==> src/logic/uec_pkg.sv <==
// shared constants and types of the usb endpoint control block
package uec_pkg;

  // endpoint count and index width
  localparam int          EP_COUNT     = 16;
  localparam int          EP_IDX_W     = 4;
  localparam int          EP_DATA_W    = 8;

  // register map, byte addresses on the register bus
  localparam int          ADDR_W       = 8;
  localparam logic [7:0]  OFF_EP_BASE  = 8'h00;
  localparam logic [7:0]  OFF_EP_LAST  = 8'h3C;
  localparam logic [7:0]  OFF_STATUS   = 8'h40;
  localparam logic [7:0]  OFF_MASK     = 8'h44;

  // endpoint control field positions
  localparam int          BIT_LSD      = 7;
  localparam int          BIT_RETRYOFF = 6;
  localparam int          BIT_CTRL_DIS = 4;
  localparam int          BIT_RX_EN    = 3;
  localparam int          BIT_TX_EN    = 2;
  localparam int          BIT_STALLED  = 1;
  localparam int          BIT_HSHK     = 0;

  // bits held in the control memory (bit 5 absent, bit 1 kept apart)
  localparam logic [7:0]  EP_MEM_MASK  = 8'hDD;
  localparam logic [7:0]  EP_RESET     = 8'h00;

  // event status bits
  localparam int          EV_W         = 3;
  localparam int          EV_REFUSED   = 0;
  localparam int          EV_STALL     = 1;
  localparam int          EV_SETUP     = 2;
  localparam logic [2:0]  EV_RESET     = 3'h0;

  // bus responses
  localparam logic [1:0]  RESP_OKAY    = 2'h0;
  localparam logic [1:0]  RESP_SLVERR  = 2'h2;
  localparam logic [31:0] DATA_ZERO    = 32'h0000_0000;

  // token kind seen by the protocol engine
  typedef enum logic [2:0] {
    PID_OUT   = 3'b001,
    PID_IN    = 3'b010,
    PID_SETUP = 3'b100
  } uec_pid_t;

  // read channel states
  typedef enum logic [2:0] {
    RD_IDLE  = 3'b001,
    RD_FETCH = 3'b010,
    RD_RESP  = 3'b100
  } uec_rd_state_t;

  // token offered by the protocol engine
  typedef struct packed {
    logic [3:0] ep;
    uec_pid_t   pid;
  } uec_token_t;

  // verdict handed back to the protocol engine
  typedef struct packed {
    logic accept;
    logic handshake;
    logic stall;
    logic setup_ok;
    logic low_speed_direct;
    logic nak_retry_disable;
  } uec_answer_t;

endpackage

==> src/logic/uec_ep_mem.sv <==
// endpoint control memory with one write and two registered read ports
`timescale 1ns/100ps
module uec_ep_mem
  import uec_pkg::*;
#(
  parameter int DEPTH = EP_COUNT,
  parameter int WIDTH = EP_DATA_W,
  parameter int AW    = EP_IDX_W
)
(
  // clock and synchronous reset
  input  wire logic             aclk,
  input  wire logic             aresetn,
  // write port
  input  wire logic             we,
  input  wire logic [AW-1:0]    waddr,
  input  wire logic [WIDTH-1:0] wdata,
  // read port a
  input  wire logic [AW-1:0]    raddr_a,
  output logic      [WIDTH-1:0] rdata_a,
  // read port b
  input  wire logic [AW-1:0]    raddr_b,
  output logic      [WIDTH-1:0] rdata_b
);

  logic [WIDTH-1:0] mem_r [DEPTH];  // storage words

  // storage: all words clear on reset, one word written per cycle
  always_ff @(posedge aclk)
  begin
    if (!aresetn)
    begin
      for (int i = 0; i < DEPTH; i++)
        mem_r[i] <= WIDTH'(EP_RESET);
    end
    else if (we)
    begin
      mem_r[waddr] <= wdata;
    end
  end

  // registered reads; a read in the write cycle returns the old word
  always_ff @(posedge aclk)
  begin
    if (!aresetn)
    begin
      rdata_a <= '0;
      rdata_b <= '0;
    end
    else
    begin
      rdata_a <= mem_r[raddr_a];
      rdata_b <= mem_r[raddr_b];
    end
  end

endmodule

==> src/logic/uec_endpoint_ctrl.sv <==
// usb endpoint control registers, token gating and axi4-lite slave
`timescale 1ns/100ps
// What this block does
// - sixteen identical endpoint control registers, one layout
// - bits 31-8 and bit 5 read zero
// - implemented bits read/write, zero after reset
// - endpoint zero host: direct low-speed, else preamble
// - endpoint zero host: bit 6 stops nak retries
// - both directions on: bit 4 refuses setup
// - bit 4 ignored unless both directions on
// - bit 3 enables receive direction
// - bit 2 enables transmit direction
// - bit 1 reports endpoint stalled
// - bit 0 enables handshake packets
module uec_endpoint_ctrl
  import uec_pkg::*;
(
  // clock and reset
  input  wire logic              aclk,
  input  wire logic              aresetn,
  // axi4-lite write address
  input  wire logic [ADDR_W-1:0] awaddr,
  input  wire logic [2:0]        awprot,
  input  wire logic              awvalid,
  output logic                   awready,
  // axi4-lite write data
  input  wire logic [31:0]       wdata,
  input  wire logic [3:0]        wstrb,
  input  wire logic              wvalid,
  output logic                   wready,
  // axi4-lite write response
  output logic [1:0]             bresp,
  output logic                   bvalid,
  input  wire logic              bready,
  // axi4-lite read address
  input  wire logic [ADDR_W-1:0] araddr,
  input  wire logic [2:0]        arprot,
  input  wire logic              arvalid,
  output logic                   arready,
  // axi4-lite read data
  output logic [31:0]            rdata,
  output logic [1:0]             rresp,
  output logic                   rvalid,
  input  wire logic              rready,
  // token lookup from the protocol engine
  input  wire logic              tok_valid,
  input  wire uec_token_t        tok,
  input  wire logic              host_mode,
  // hardware stall report from the protocol engine
  input  wire logic              stall_set_valid,
  input  wire logic [3:0]        stall_set_ep,
  // verdict to the protocol engine
  output logic                   ans_valid,
  output uec_answer_t            ans,
  // endpoint zero host-mode levels
  output logic                   ep0_low_speed_direct,
  output logic                   ep0_nak_retry_disable,
  // interrupt
  output logic                   irq
);

  // true when the address hits one of the endpoint words
  function automatic logic is_ep_addr(input logic [ADDR_W-1:0] a);
    is_ep_addr = (a[1:0] == 2'h0) && (a <= OFF_EP_LAST);
  endfunction

  // true when the address hits any mapped word
  function automatic logic is_mapped(input logic [ADDR_W-1:0] a);
    is_mapped = is_ep_addr(a) || (a == OFF_STATUS) || (a == OFF_MASK);
  endfunction

  // endpoint number carried by an endpoint word address
  function automatic logic [3:0] ep_of(input logic [ADDR_W-1:0] a);
    ep_of = a[5:2];
  endfunction

  // write channel state
  logic                  awready_r;    // address slot free
  logic                  aw_have_r;    // address held
  logic [ADDR_W-1:0]     awaddr_r;     // held address
  logic                  wready_r;     // data slot free
  logic                  w_have_r;     // data held
  logic [31:0]           wdata_r;      // held data
  logic                  wlane_r;      // byte lane zero strobe
  logic                  bvalid_r;     // response pending
  logic [1:0]            bresp_r;      // response code
  logic                  wr_fire;      // write takes effect now
  logic                  wr_ep;        // write hits an endpoint word

  // read channel state
  uec_rd_state_t         rd_state_r;   // read phase
  uec_rd_state_t         rd_state_nxt; // next read phase
  logic                  arready_r;    // read address slot free
  logic [ADDR_W-1:0]     araddr_r;     // held read address
  logic [31:0]           rdata_r;      // read data
  logic [1:0]            rresp_r;      // read response code
  logic                  rvalid_r;     // read data valid

  // endpoint state
  logic [EP_COUNT-1:0]   stall_r;      // stall status per endpoint
  logic [EP_COUNT-1:0]   stall_nxt;    // stall status next
  logic [7:0]            mem_bus_q;    // control word for the bus
  logic [7:0]            mem_tok_q;    // control word for the token
  logic                  ep0_lsd_r;    // endpoint zero bit 7 copy
  logic                  ep0_rdis_r;   // endpoint zero bit 6 copy

  // token pipeline
  logic                  tok_stage_r;  // token awaiting its verdict
  uec_token_t            tok_r;        // token under lookup
  logic                  host_r;       // host mode at token time
  logic                  ans_valid_r;  // verdict valid
  uec_answer_t           ans_r;        // verdict
  uec_answer_t           ans_nxt;      // verdict being formed
  logic                  dir_ok;       // direction enabled for token

  // interrupt state
  logic [EV_W-1:0]       status_r;     // sticky events
  logic [EV_W-1:0]       status_nxt;   // sticky events next
  logic [EV_W-1:0]       mask_r;       // event mask
  logic [EV_W-1:0]       mask_nxt;     // event mask next
  logic [EV_W-1:0]       ev_set;       // events raised this cycle
  logic                  irq_r;        // interrupt level

  // outputs come straight from flops
  assign awready               = awready_r;
  assign wready                = wready_r;
  assign bvalid                = bvalid_r;
  assign bresp                 = bresp_r;
  assign arready               = arready_r;
  assign rdata                 = rdata_r;
  assign rresp                 = rresp_r;
  assign rvalid                = rvalid_r;
  assign ans_valid             = ans_valid_r;
  assign ans                   = ans_r;
  assign ep0_low_speed_direct  = ep0_lsd_r;
  assign ep0_nak_retry_disable = ep0_rdis_r;
  assign irq                   = irq_r;

  // a write lands once address and data are both held
  assign wr_fire = aw_have_r && w_have_r && !bvalid_r;
  assign wr_ep   = is_ep_addr(awaddr_r);

  // control memory, one word per endpoint
  uec_ep_mem #(
    .DEPTH (EP_COUNT),
    .WIDTH (EP_DATA_W),
    .AW    (EP_IDX_W)
  ) u_mem (
    .aclk    (aclk),
    .aresetn (aresetn),
    .we      (wr_fire && wr_ep && wlane_r),
    .waddr   (ep_of(awaddr_r)),
    .wdata   (wdata_r[7:0] & EP_MEM_MASK),  // bit 5 stays zero
    .raddr_a (ep_of(araddr)),
    .rdata_a (mem_bus_q),
    .raddr_b (tok.ep),
    .rdata_b (mem_tok_q)
  );

  // write address slot: taken once, freed by the response handshake
  always_ff @(posedge aclk)
  begin
    if (!aresetn)
    begin
      awready_r <= 1'b1;
      aw_have_r <= 1'b0;
      awaddr_r  <= '0;
    end
    else if (awvalid && awready_r)
    begin
      awready_r <= 1'b0;
      aw_have_r <= 1'b1;
      awaddr_r  <= awaddr;
    end
    else if (bvalid_r && bready)
    begin
      awready_r <= 1'b1;
      aw_have_r <= 1'b0;
    end
  end

  // write data slot: independent of the address, same release
  always_ff @(posedge aclk)
  begin
    if (!aresetn)
    begin
      wready_r <= 1'b1;
      w_have_r <= 1'b0;
      wdata_r  <= DATA_ZERO;
      wlane_r  <= 1'b0;
    end
    else if (wvalid && wready_r)
    begin
      wready_r <= 1'b0;
      w_have_r <= 1'b1;
      wdata_r  <= wdata;
      wlane_r  <= wstrb[0];  // only lane zero holds implemented bits
    end
    else if (bvalid_r && bready)
    begin
      wready_r <= 1'b1;
      w_have_r <= 1'b0;
    end
  end

  // write response: error for unmapped words
  always_ff @(posedge aclk)
  begin
    if (!aresetn)
    begin
      bvalid_r <= 1'b0;
      bresp_r  <= RESP_OKAY;
    end
    else if (wr_fire)
    begin
      bvalid_r <= 1'b1;
      bresp_r  <= is_mapped(awaddr_r) ? RESP_OKAY : RESP_SLVERR;
    end
    else if (bready)
    begin
      bvalid_r <= 1'b0;
    end
  end

  // endpoint zero host controls mirrored for the host engine
  always_ff @(posedge aclk)
  begin
    if (!aresetn)
    begin
      ep0_lsd_r  <= 1'b0;
      ep0_rdis_r <= 1'b0;
    end
    else if (wr_fire && wlane_r && awaddr_r == OFF_EP_BASE)
    begin
      ep0_lsd_r  <= wdata_r[BIT_LSD];
      ep0_rdis_r <= wdata_r[BIT_RETRYOFF];
    end
  end

  // stall status: software writes either value, hardware report wins
  always_comb
  begin
    stall_nxt = stall_r;
    if (wr_fire && wr_ep && wlane_r)
      stall_nxt[ep_of(awaddr_r)] = wdata_r[BIT_STALLED];
    if (stall_set_valid)
      stall_nxt[stall_set_ep] = 1'b1;
  end

  // stall status register
  always_ff @(posedge aclk)
  begin
    if (!aresetn)
      stall_r <= '0;
    else
      stall_r <= stall_nxt;
  end

  // read phase sequencing
  always_comb
  begin
    rd_state_nxt = rd_state_r;
    unique case (rd_state_r)
      RD_IDLE:  if (arvalid) rd_state_nxt = RD_FETCH;
      RD_FETCH: rd_state_nxt = RD_RESP;
      RD_RESP:  if (rready) rd_state_nxt = RD_IDLE;
    endcase
  end

  // read state and address slot
  always_ff @(posedge aclk)
  begin
    if (!aresetn)
    begin
      rd_state_r <= RD_IDLE;
      arready_r  <= 1'b1;
      araddr_r   <= '0;
    end
    else
    begin
      rd_state_r <= rd_state_nxt;
      arready_r  <= (rd_state_nxt == RD_IDLE);
      if (arvalid && arready_r)
        araddr_r <= araddr;
    end
  end

  // read data: formed once the memory word is out
  always_ff @(posedge aclk)
  begin
    if (!aresetn)
    begin
      rvalid_r <= 1'b0;
      rdata_r  <= DATA_ZERO;
      rresp_r  <= RESP_OKAY;
    end
    else if (rd_state_r == RD_FETCH)
    begin
      rvalid_r <= 1'b1;
      rresp_r  <= is_mapped(araddr_r) ? RESP_OKAY : RESP_SLVERR;
      rdata_r  <= DATA_ZERO;  // upper bits read zero
      if (is_ep_addr(araddr_r))
      begin
        rdata_r[7:0] <= mem_bus_q;
        rdata_r[BIT_STALLED] <= stall_r[ep_of(araddr_r)];
      end
      else if (araddr_r == OFF_STATUS)
        rdata_r[EV_W-1:0] <= status_r;
      else if (araddr_r == OFF_MASK)
        rdata_r[EV_W-1:0] <= mask_r;
    end
    else if (rvalid_r && rready)
    begin
      rvalid_r <= 1'b0;
    end
  end

  // token stage one: hold the token while its word is read
  always_ff @(posedge aclk)
  begin
    if (!aresetn)
    begin
      tok_stage_r <= 1'b0;
      tok_r       <= '{ep: 4'h0, pid: PID_OUT};
      host_r      <= 1'b0;
    end
    else
    begin
      tok_stage_r <= tok_valid;
      if (tok_valid)
      begin
        tok_r  <= tok;
        host_r <= host_mode;
      end
    end
  end

  // direction check of the token against the endpoint enables
  always_comb
  begin
    unique case (tok_r.pid)
      PID_OUT:   dir_ok = mem_tok_q[BIT_RX_EN];
      PID_IN:    dir_ok = mem_tok_q[BIT_TX_EN];
      // bit 4 only counts with both directions on
      PID_SETUP: dir_ok = mem_tok_q[BIT_RX_EN] &&
                          !(mem_tok_q[BIT_TX_EN] &&
                            mem_tok_q[BIT_CTRL_DIS]);
      default:   dir_ok = 1'b0;  // malformed token kind is refused
    endcase
  end

  // verdict for the held token
  always_comb
  begin
    ans_nxt           = '0;
    ans_nxt.accept    = dir_ok;
    ans_nxt.stall     = dir_ok && stall_r[tok_r.ep];
    ans_nxt.handshake = dir_ok && mem_tok_q[BIT_HSHK];
    ans_nxt.setup_ok  = dir_ok && (tok_r.pid == PID_SETUP);
    if (host_r && tok_r.ep == 4'h0)
    begin
      ans_nxt.low_speed_direct  = mem_tok_q[BIT_LSD];
      ans_nxt.nak_retry_disable = mem_tok_q[BIT_RETRYOFF];
    end
  end

  // token stage two: registered verdict
  always_ff @(posedge aclk)
  begin
    if (!aresetn)
    begin
      ans_valid_r <= 1'b0;
      ans_r       <= '0;
    end
    else
    begin
      ans_valid_r <= tok_stage_r;
      if (tok_stage_r)
        ans_r <= ans_nxt;
    end
  end

  // events from the verdict
  always_comb
  begin
    ev_set             = '0;
    ev_set[EV_REFUSED] = tok_stage_r && !ans_nxt.accept;
    ev_set[EV_STALL]   = tok_stage_r && ans_nxt.stall;
    ev_set[EV_SETUP]   = tok_stage_r && ans_nxt.setup_ok;
  end

  // sticky status and mask; a new event wins over a clearing write
  always_comb
  begin
    status_nxt = status_r;
    mask_nxt   = mask_r;
    if (wr_fire && wlane_r && awaddr_r == OFF_STATUS)
      status_nxt = status_r & ~wdata_r[EV_W-1:0];
    if (wr_fire && wlane_r && awaddr_r == OFF_MASK)
      mask_nxt = wdata_r[EV_W-1:0];
    status_nxt = status_nxt | ev_set;
  end

  // interrupt registers
  always_ff @(posedge aclk)
  begin
    if (!aresetn)
    begin
      status_r <= EV_RESET;
      mask_r   <= EV_RESET;
      irq_r    <= 1'b0;
    end
    else
    begin
      status_r <= status_nxt;
      mask_r   <= mask_nxt;
      irq_r    <= |(status_nxt & mask_nxt);
    end
  end

endmodule

==> config.mk <==
export PLATFORM = sky130hd
export DESIGN_NAME = uec_endpoint_ctrl
export DESIGN_NICKNAME = d
export VERILOG_FILES = /design/src/logic/uec_pkg.sv /design/src/logic/uec_ep_mem.sv /design/src/logic/uec_endpoint_ctrl.sv
export SDC_FILE = /design/constraint.sdc
export NUM_CORES = 1
export LEC_CHECK = 0
export BUFFER_PORTS_ARGS = -buffer_cell sky130_fd_sc_hd__buf_2
export CORE_ASPECT_RATIO = 0.7
export CORE_MARGIN = 1
export CORE_UTILIZATION = 25
export DETAILED_ROUTE_END_ITERATION = 10
export GPL_TIMING_DRIVEN = 0
export REMOVE_ABC_BUFFERS = 1
export SLEW_MARGIN = 40
export SYNTH_ARGS = -nofsm -noshare
export SYNTH_HDL_FRONTEND = slang
export SYNTH_SLANG_ARGS = --single-unit
==> constraint.sdc <==
create_clock -name aclk -period 4.7 [get_ports aclk]
set_clock_uncertainty 0.05 [all_clocks]
set_input_delay 0.94 -clock aclk [delete_from_list [all_inputs] [get_ports aclk]]
set_output_delay 0.94 -clock aclk [all_outputs]
set_load 0.01 [all_outputs]
Word level (Yosys, flattened, before mapping)
Memory sizes are Yosys's and may differ from the RTL's. A register that Yosys moved wholly into a read port is not among the register bits.
Cells that the tools add are included.
{ "totals": {"in_bits": 79, "register_bits": 96, "word_cells": 144, "output_inout_bits": 51, "memories": 1, "ramBits": 96} }
{ "op_classes": {"reduce_logical": 45, "order_cmp": 8, "n_eq_ne": 11, "bitwise_logic": 5, "n_mux": 41} }
{ "memory_table": {"columns": ["memory", "words", "width", "read_ports", "rd_ports_with_merged_regs", "write_ports", "line_no", "source"], "rows": [
  ["u_mem.mem_r", 16, 6, 2, 2, 16, "uec_ep_mem.sv:26", "logic [WIDTH-1:0] mem_r [DEPTH];"]
]} }
{ "op_table": {"columns": ["op", "count"], "rows": [
  ["$eq A8 B7 Y1 const B", 4],
  ["$mux W16", 2],
  ["$logic_and A1 B1 Y1", 26],
  ["$mux W3", 7],
  ["$lt A4 B5 Y1 const B", 4],
  ["$mux W1", 19],
  ["$bwmux W16", 1],
  ["$le A8 B6 Y1 const B", 2],
  ["$or A16 B16 Y16", 1],
  ["$eq A3 B1 Y1 const B", 3],
  ["$pmux W3 S3", 1],
  ["$bmux W1 S4", 2],
  ["$demux W1 S4", 2],
  ["$ge A4 B1 Y1 const B", 2],
  ["$logic_not A8 Y1", 1],
  ["$reduce_bool A2 Y1", 4],
  ["$and A3 B3 Y3", 2],
  ["$eq A3 B2 Y1 const B", 2],
  ["$eq A3 B3 Y1 const B", 2],
  ["$mux W2", 3],
  ["$mux W6", 1],
  ["$reduce_or A6 Y1", 1],
  ["$logic_not A1 Y1", 5],
  ["$mux W5", 1],
  ["other kinds (8)", 12]
]} }

Logic depth before layout (Yosys ltp)
{ "depth": {"word_depth": 9, "ltp_mapped": 7} }

Cells and area by module
From an unflattened synthesis, not the netlist that was laid out.
{ "hier_totals": {"hier_cells": 978, "area_unflattened_um2": 11528.6} }
{ "modules_own_cells": {"columns": ["mod", "seq_area_each_um2", "area_per_inst_um2", "n_inst", "cells_per_inst"], "rows": [
  ["uec_ep_mem", 4164.0, 7372.1, 1, 517],
  ["uec_endpoint_ctrl", 1701.6, 4156.5, 1, 461]
]} }

Least setup slack after synthesis
Ideal clock, no wire load.
{ "synth_timing": {"path_kind": "input-to-reg", "startpoint": "in araddr[3]", "endpoint": "reg u_mem.rdata_a[0] (read register of u_mem.mem_r)", "setup_slack_ps": 2077, "path_buffers": 2, "arrival_ps": 2458, "path_stages": 5, "cell_sequence": "clkbuf_1 clkbuf_1 mux4_2 mux4_2 and2_1"} }
{ "synth_rtl": {"columns": ["item", "line_no", "source"], "rows": [
  ["start: declaration", "uec_endpoint_ctrl.sv:36", "input wire logic [ADDR_W-1:0] araddr,"],
  ["end: declaration", "uec_ep_mem.sv:20", "output logic [WIDTH-1:0] rdata_a,"]
]} }

==> impl_metrics.csv <==
group,metric,value,unit
setup_path,worst-endpoint-required,4710,ps
clocking,path_clk_slew,70,ps
placement,port_buffers,68,
layout,mostFrequentLayoutCells,"and2_1 (99), edfxtp_1 (96), dfxtp_1 (95)",
drt,first_pass_iters,7,
setup_path,path_cells,"nor4_1, nand4b_1, o21ai_1",
synth,synth.top_cell.area_share,30.6,%
global_route,track_usage,12.9,%
clocking,ctsHoldBuffers,0,
synth,postSynthAreaPerCell,11.8,sq um
clocking,ctsHtreeMaxLevel,4,
clocking,clock_sinks,192,
clocking,cts_tree,"done",
placement,dp_hpwl,18000,microns
floorplan,core,0.0371,sq mm
sta,clock.fmax,360,MHz
clocking,post-cts-setup-buffer-count,0,
synth,seq_area_frac_synth,51.1,%
sta,hold_viol_final,0,
layout,layout_commonest_cell,"and2_1",
floorplan,die-width,234,microns
setup_path,ff2ff_setup_slack,1930,ps
setup_path,crit_buf_inv,0,
synth,syn_inst,800,
hold_path,hp-class,"flip-flop to flip-flop",
setup_path,slowest_stage,"o21ai_1",
floorplan,ios,130,
synth,async_reset_ff_share,0,%
clocking,clockRootBuffer,"clkbuf_16",
setup_path,cp_top_family,"simple AND/OR/NAND/NOR gates",
synth,syn-cell-area,0.00941,sq mm
drt,ant_nets,0,
sta,worst_slew_pin_slew,877,ps
setup_path,r2r_start,"awaddr_r[0]",
drt,viasPerCell,4.70,
sta,fin_setup_tns,0,ps
sta,rsz0062_at_grt,"false",
setup_path,crit_end,"u_mem.mem_r[2][3]",
layout,syn_to_final_growth,13.8,%
layout,drive_gt1_share,21.3,%
layout,fillCellCount,3839,
clocking,post_cts_resize_count,0,
power_and_ir_drop,ir_worst_vdd,0.289,mV
global_route,antenna_found_initial,0,
floorplan,die_area,0.0384,sq mm
clocking,cts_buffer_depth,2,
power_and_ir_drop,p_per_area,356,mW/mm^2
setup_path,r2r_cells,3,
floorplan,fp-row-count,59,
sta,finalSetupViolCount,0,
layout,regArea,0.00481,sq mm
sta,fin_crit_sh,59.0,%
layout,fin_cells,1337,
setup_path,reg2reg_to,"u_mem.mem_r[2][3]",
setup_path,crit_fanout,10,
setup_path,critical_path_class,"flip-flop to flip-flop",
floorplan,start_util,25.3,%
clocking,clk_latency,440,ps
sta,fin_crit,2770,ps
global_route,grt_max_degree,64,
layout,fin_nets,915,
setup_path,cpPeakStageDelay,900,ps
global_route,grt_pass1_vias,5806,
setup_path,crit_cells,3,
synth,yosys_warnings,0,
global_route,grt_pass1_wl,36200,microns
synth,synth.distinct_cells,58,
setup_path,crit_path_start,"awaddr_r[0]",
layout,antenna_cells,0,
synth,synth_area_leaders,"edfxtp_1 (31%), dfxtp_1 (20%), mux4_2 (16%), and2_1 (6.6%), nand2_1 (3.5%)",
sta,slew_headroom,41.4,%
synth,synth_edf_count,96,
synth,synth-seq-cells,192,
power_and_ir_drop,p_leak,3.87,nW
setup_path,arrival,2790,ps
setup_path,cp-start-kind,"flip-flop",
placement,dp_cells,1305,
drt,route.detailed.drc,5,
synth,synth-main-ff-cell,"edfxtp_1",
layout,multi_input_area,0.00427,sq mm
clocking,cts_buffers,17,
drt,routed_wirelength,24100,microns
global_route,grt_remaining_overflow,0,
flow_run,max-cap-violations,0,
drt,wl_per_cell,18.1,microns
synth,synth_top_area_cell,"edfxtp_1",
drt,first_iter_violations,507,
floorplan,die_h,164,microns
sta,report.final.slew_viol_count,0,
setup_path,cp-end-kind,"flip-flop",
placement,gp_congestion,0.859,
status,violations,"DRC",
drt,num_vias,6288,
status,outcome,"complete, but fails checks",
==> cell usage after synthesis, types with 5 or more instances <==
| library cell | n |
|---|---|
| inv_1 | 10 |
| mux2i_1 | 28 |
| buf_1 | 7 |
| clkbuf_1 | 34 |
| nor4_1 | 6 |
| nand3_1 | 18 |
| nor2_1 | 42 |
| nor2b_1 | 11 |
| buf_4 | 30 |
| buf_2 | 5 |
| nand2_1 | 87 |
| mux4_2 | 68 |
| edfxtp_1 | 96 |
| o21ai_0 | 25 |
| a21oi_1 | 54 |
| nand2b_1 | 7 |
| and3_1 | 15 |
| and2_1 | 99 |
| dfxtp_1 | 96 |
==> cell families after synthesis <==
group,after synthesis,synth area share [%]
AND/OR/NAND/NOR,315,18.0
XOR/XNOR,1,0.0931
AO/OA/AOI/OAI,105,6.42
other,1,0.0399
buffers and inverters,90,5.09
multiplexers,96,19.3
flip-flops,192,51.1
==> where the power goes <==
group	internal, mW	switching [mW]
registers	1.82	0.0721
clock network	0.942	0.640
logic	0.146	0.190
total	2.91	0.902
==> stage by stage <==
stage	area, sq um	utilization [%]	hold slack (ps)	setup slack (ps)	total power [mW]
after floorplan	9070	-	383	2230	2.10
after global placement	10000	27.0	386	605	2.25
after detailed placement	10100	27.1	394	1800	2.26
after CTS	10700	28.8	405	1930	3.83
after global routing	10700	28.8	429	1820	3.94
final	10700	28.8	400	1930	3.81
==> worst min path at each step <==
stage,depth (start not counted),start,endpoint
floorplan,2,u_mem.rdata_a[3],rdata[3]
global placement,2,rresp[1],rresp[1]
detailed placement,2,ep0_low_speed_direct,ep0_low_speed_direct
CTS,2,ep0_low_speed_direct,ep0_low_speed_direct
global route,2,rdata[4],rdata[4]
finish,2,rresp[1],rresp[1]
==> flip-flops by register name, indices dropped and copies added, names as in the netlist, 3 cells and up <==
signal,flops
rd_state_r,3
status_r,3
ans,6
stall_r,16
u_mem.rdata_b,6
u_mem.rdata_a,6
wdata_r,7
mask_r,3
araddr_r,8
tok_r,7
rdata,7
u_mem.mem_r,96
awaddr_r,8
==> worst reg2reg max path, cell delays in order, from the launching register on <==
cell and delay, ps:
dfxtp_1 330, nor4_1 520, nand4b_1 600, o21ai_1 900
==> final cells by class <==
| cell class | count | share of cell area [%] |
|---|---|---|
| tap | 488 | 5.70 |
| sequential | 192 | 44.9 |
| multi-input combinational | 544 | 39.8 |
| clock buffer | 21 | 4.11 |
| inverter | 11 | 0.409 |
| clock inverter | 11 | 1.74 |
| timing repair buffer | 70 | 3.34 |
==> per-layer routing <==
metal  GRT usage, %  share of wire [%]  vias to the layer above
li1               -                  -                     2931
met1           18.7                 48                     3137
met2           18.2                 42                      206
met3           4.55                8.9                       14
met4           2.92               0.75                        0
met5              0                  0                        -
Power figures use the tool's default switching activity.
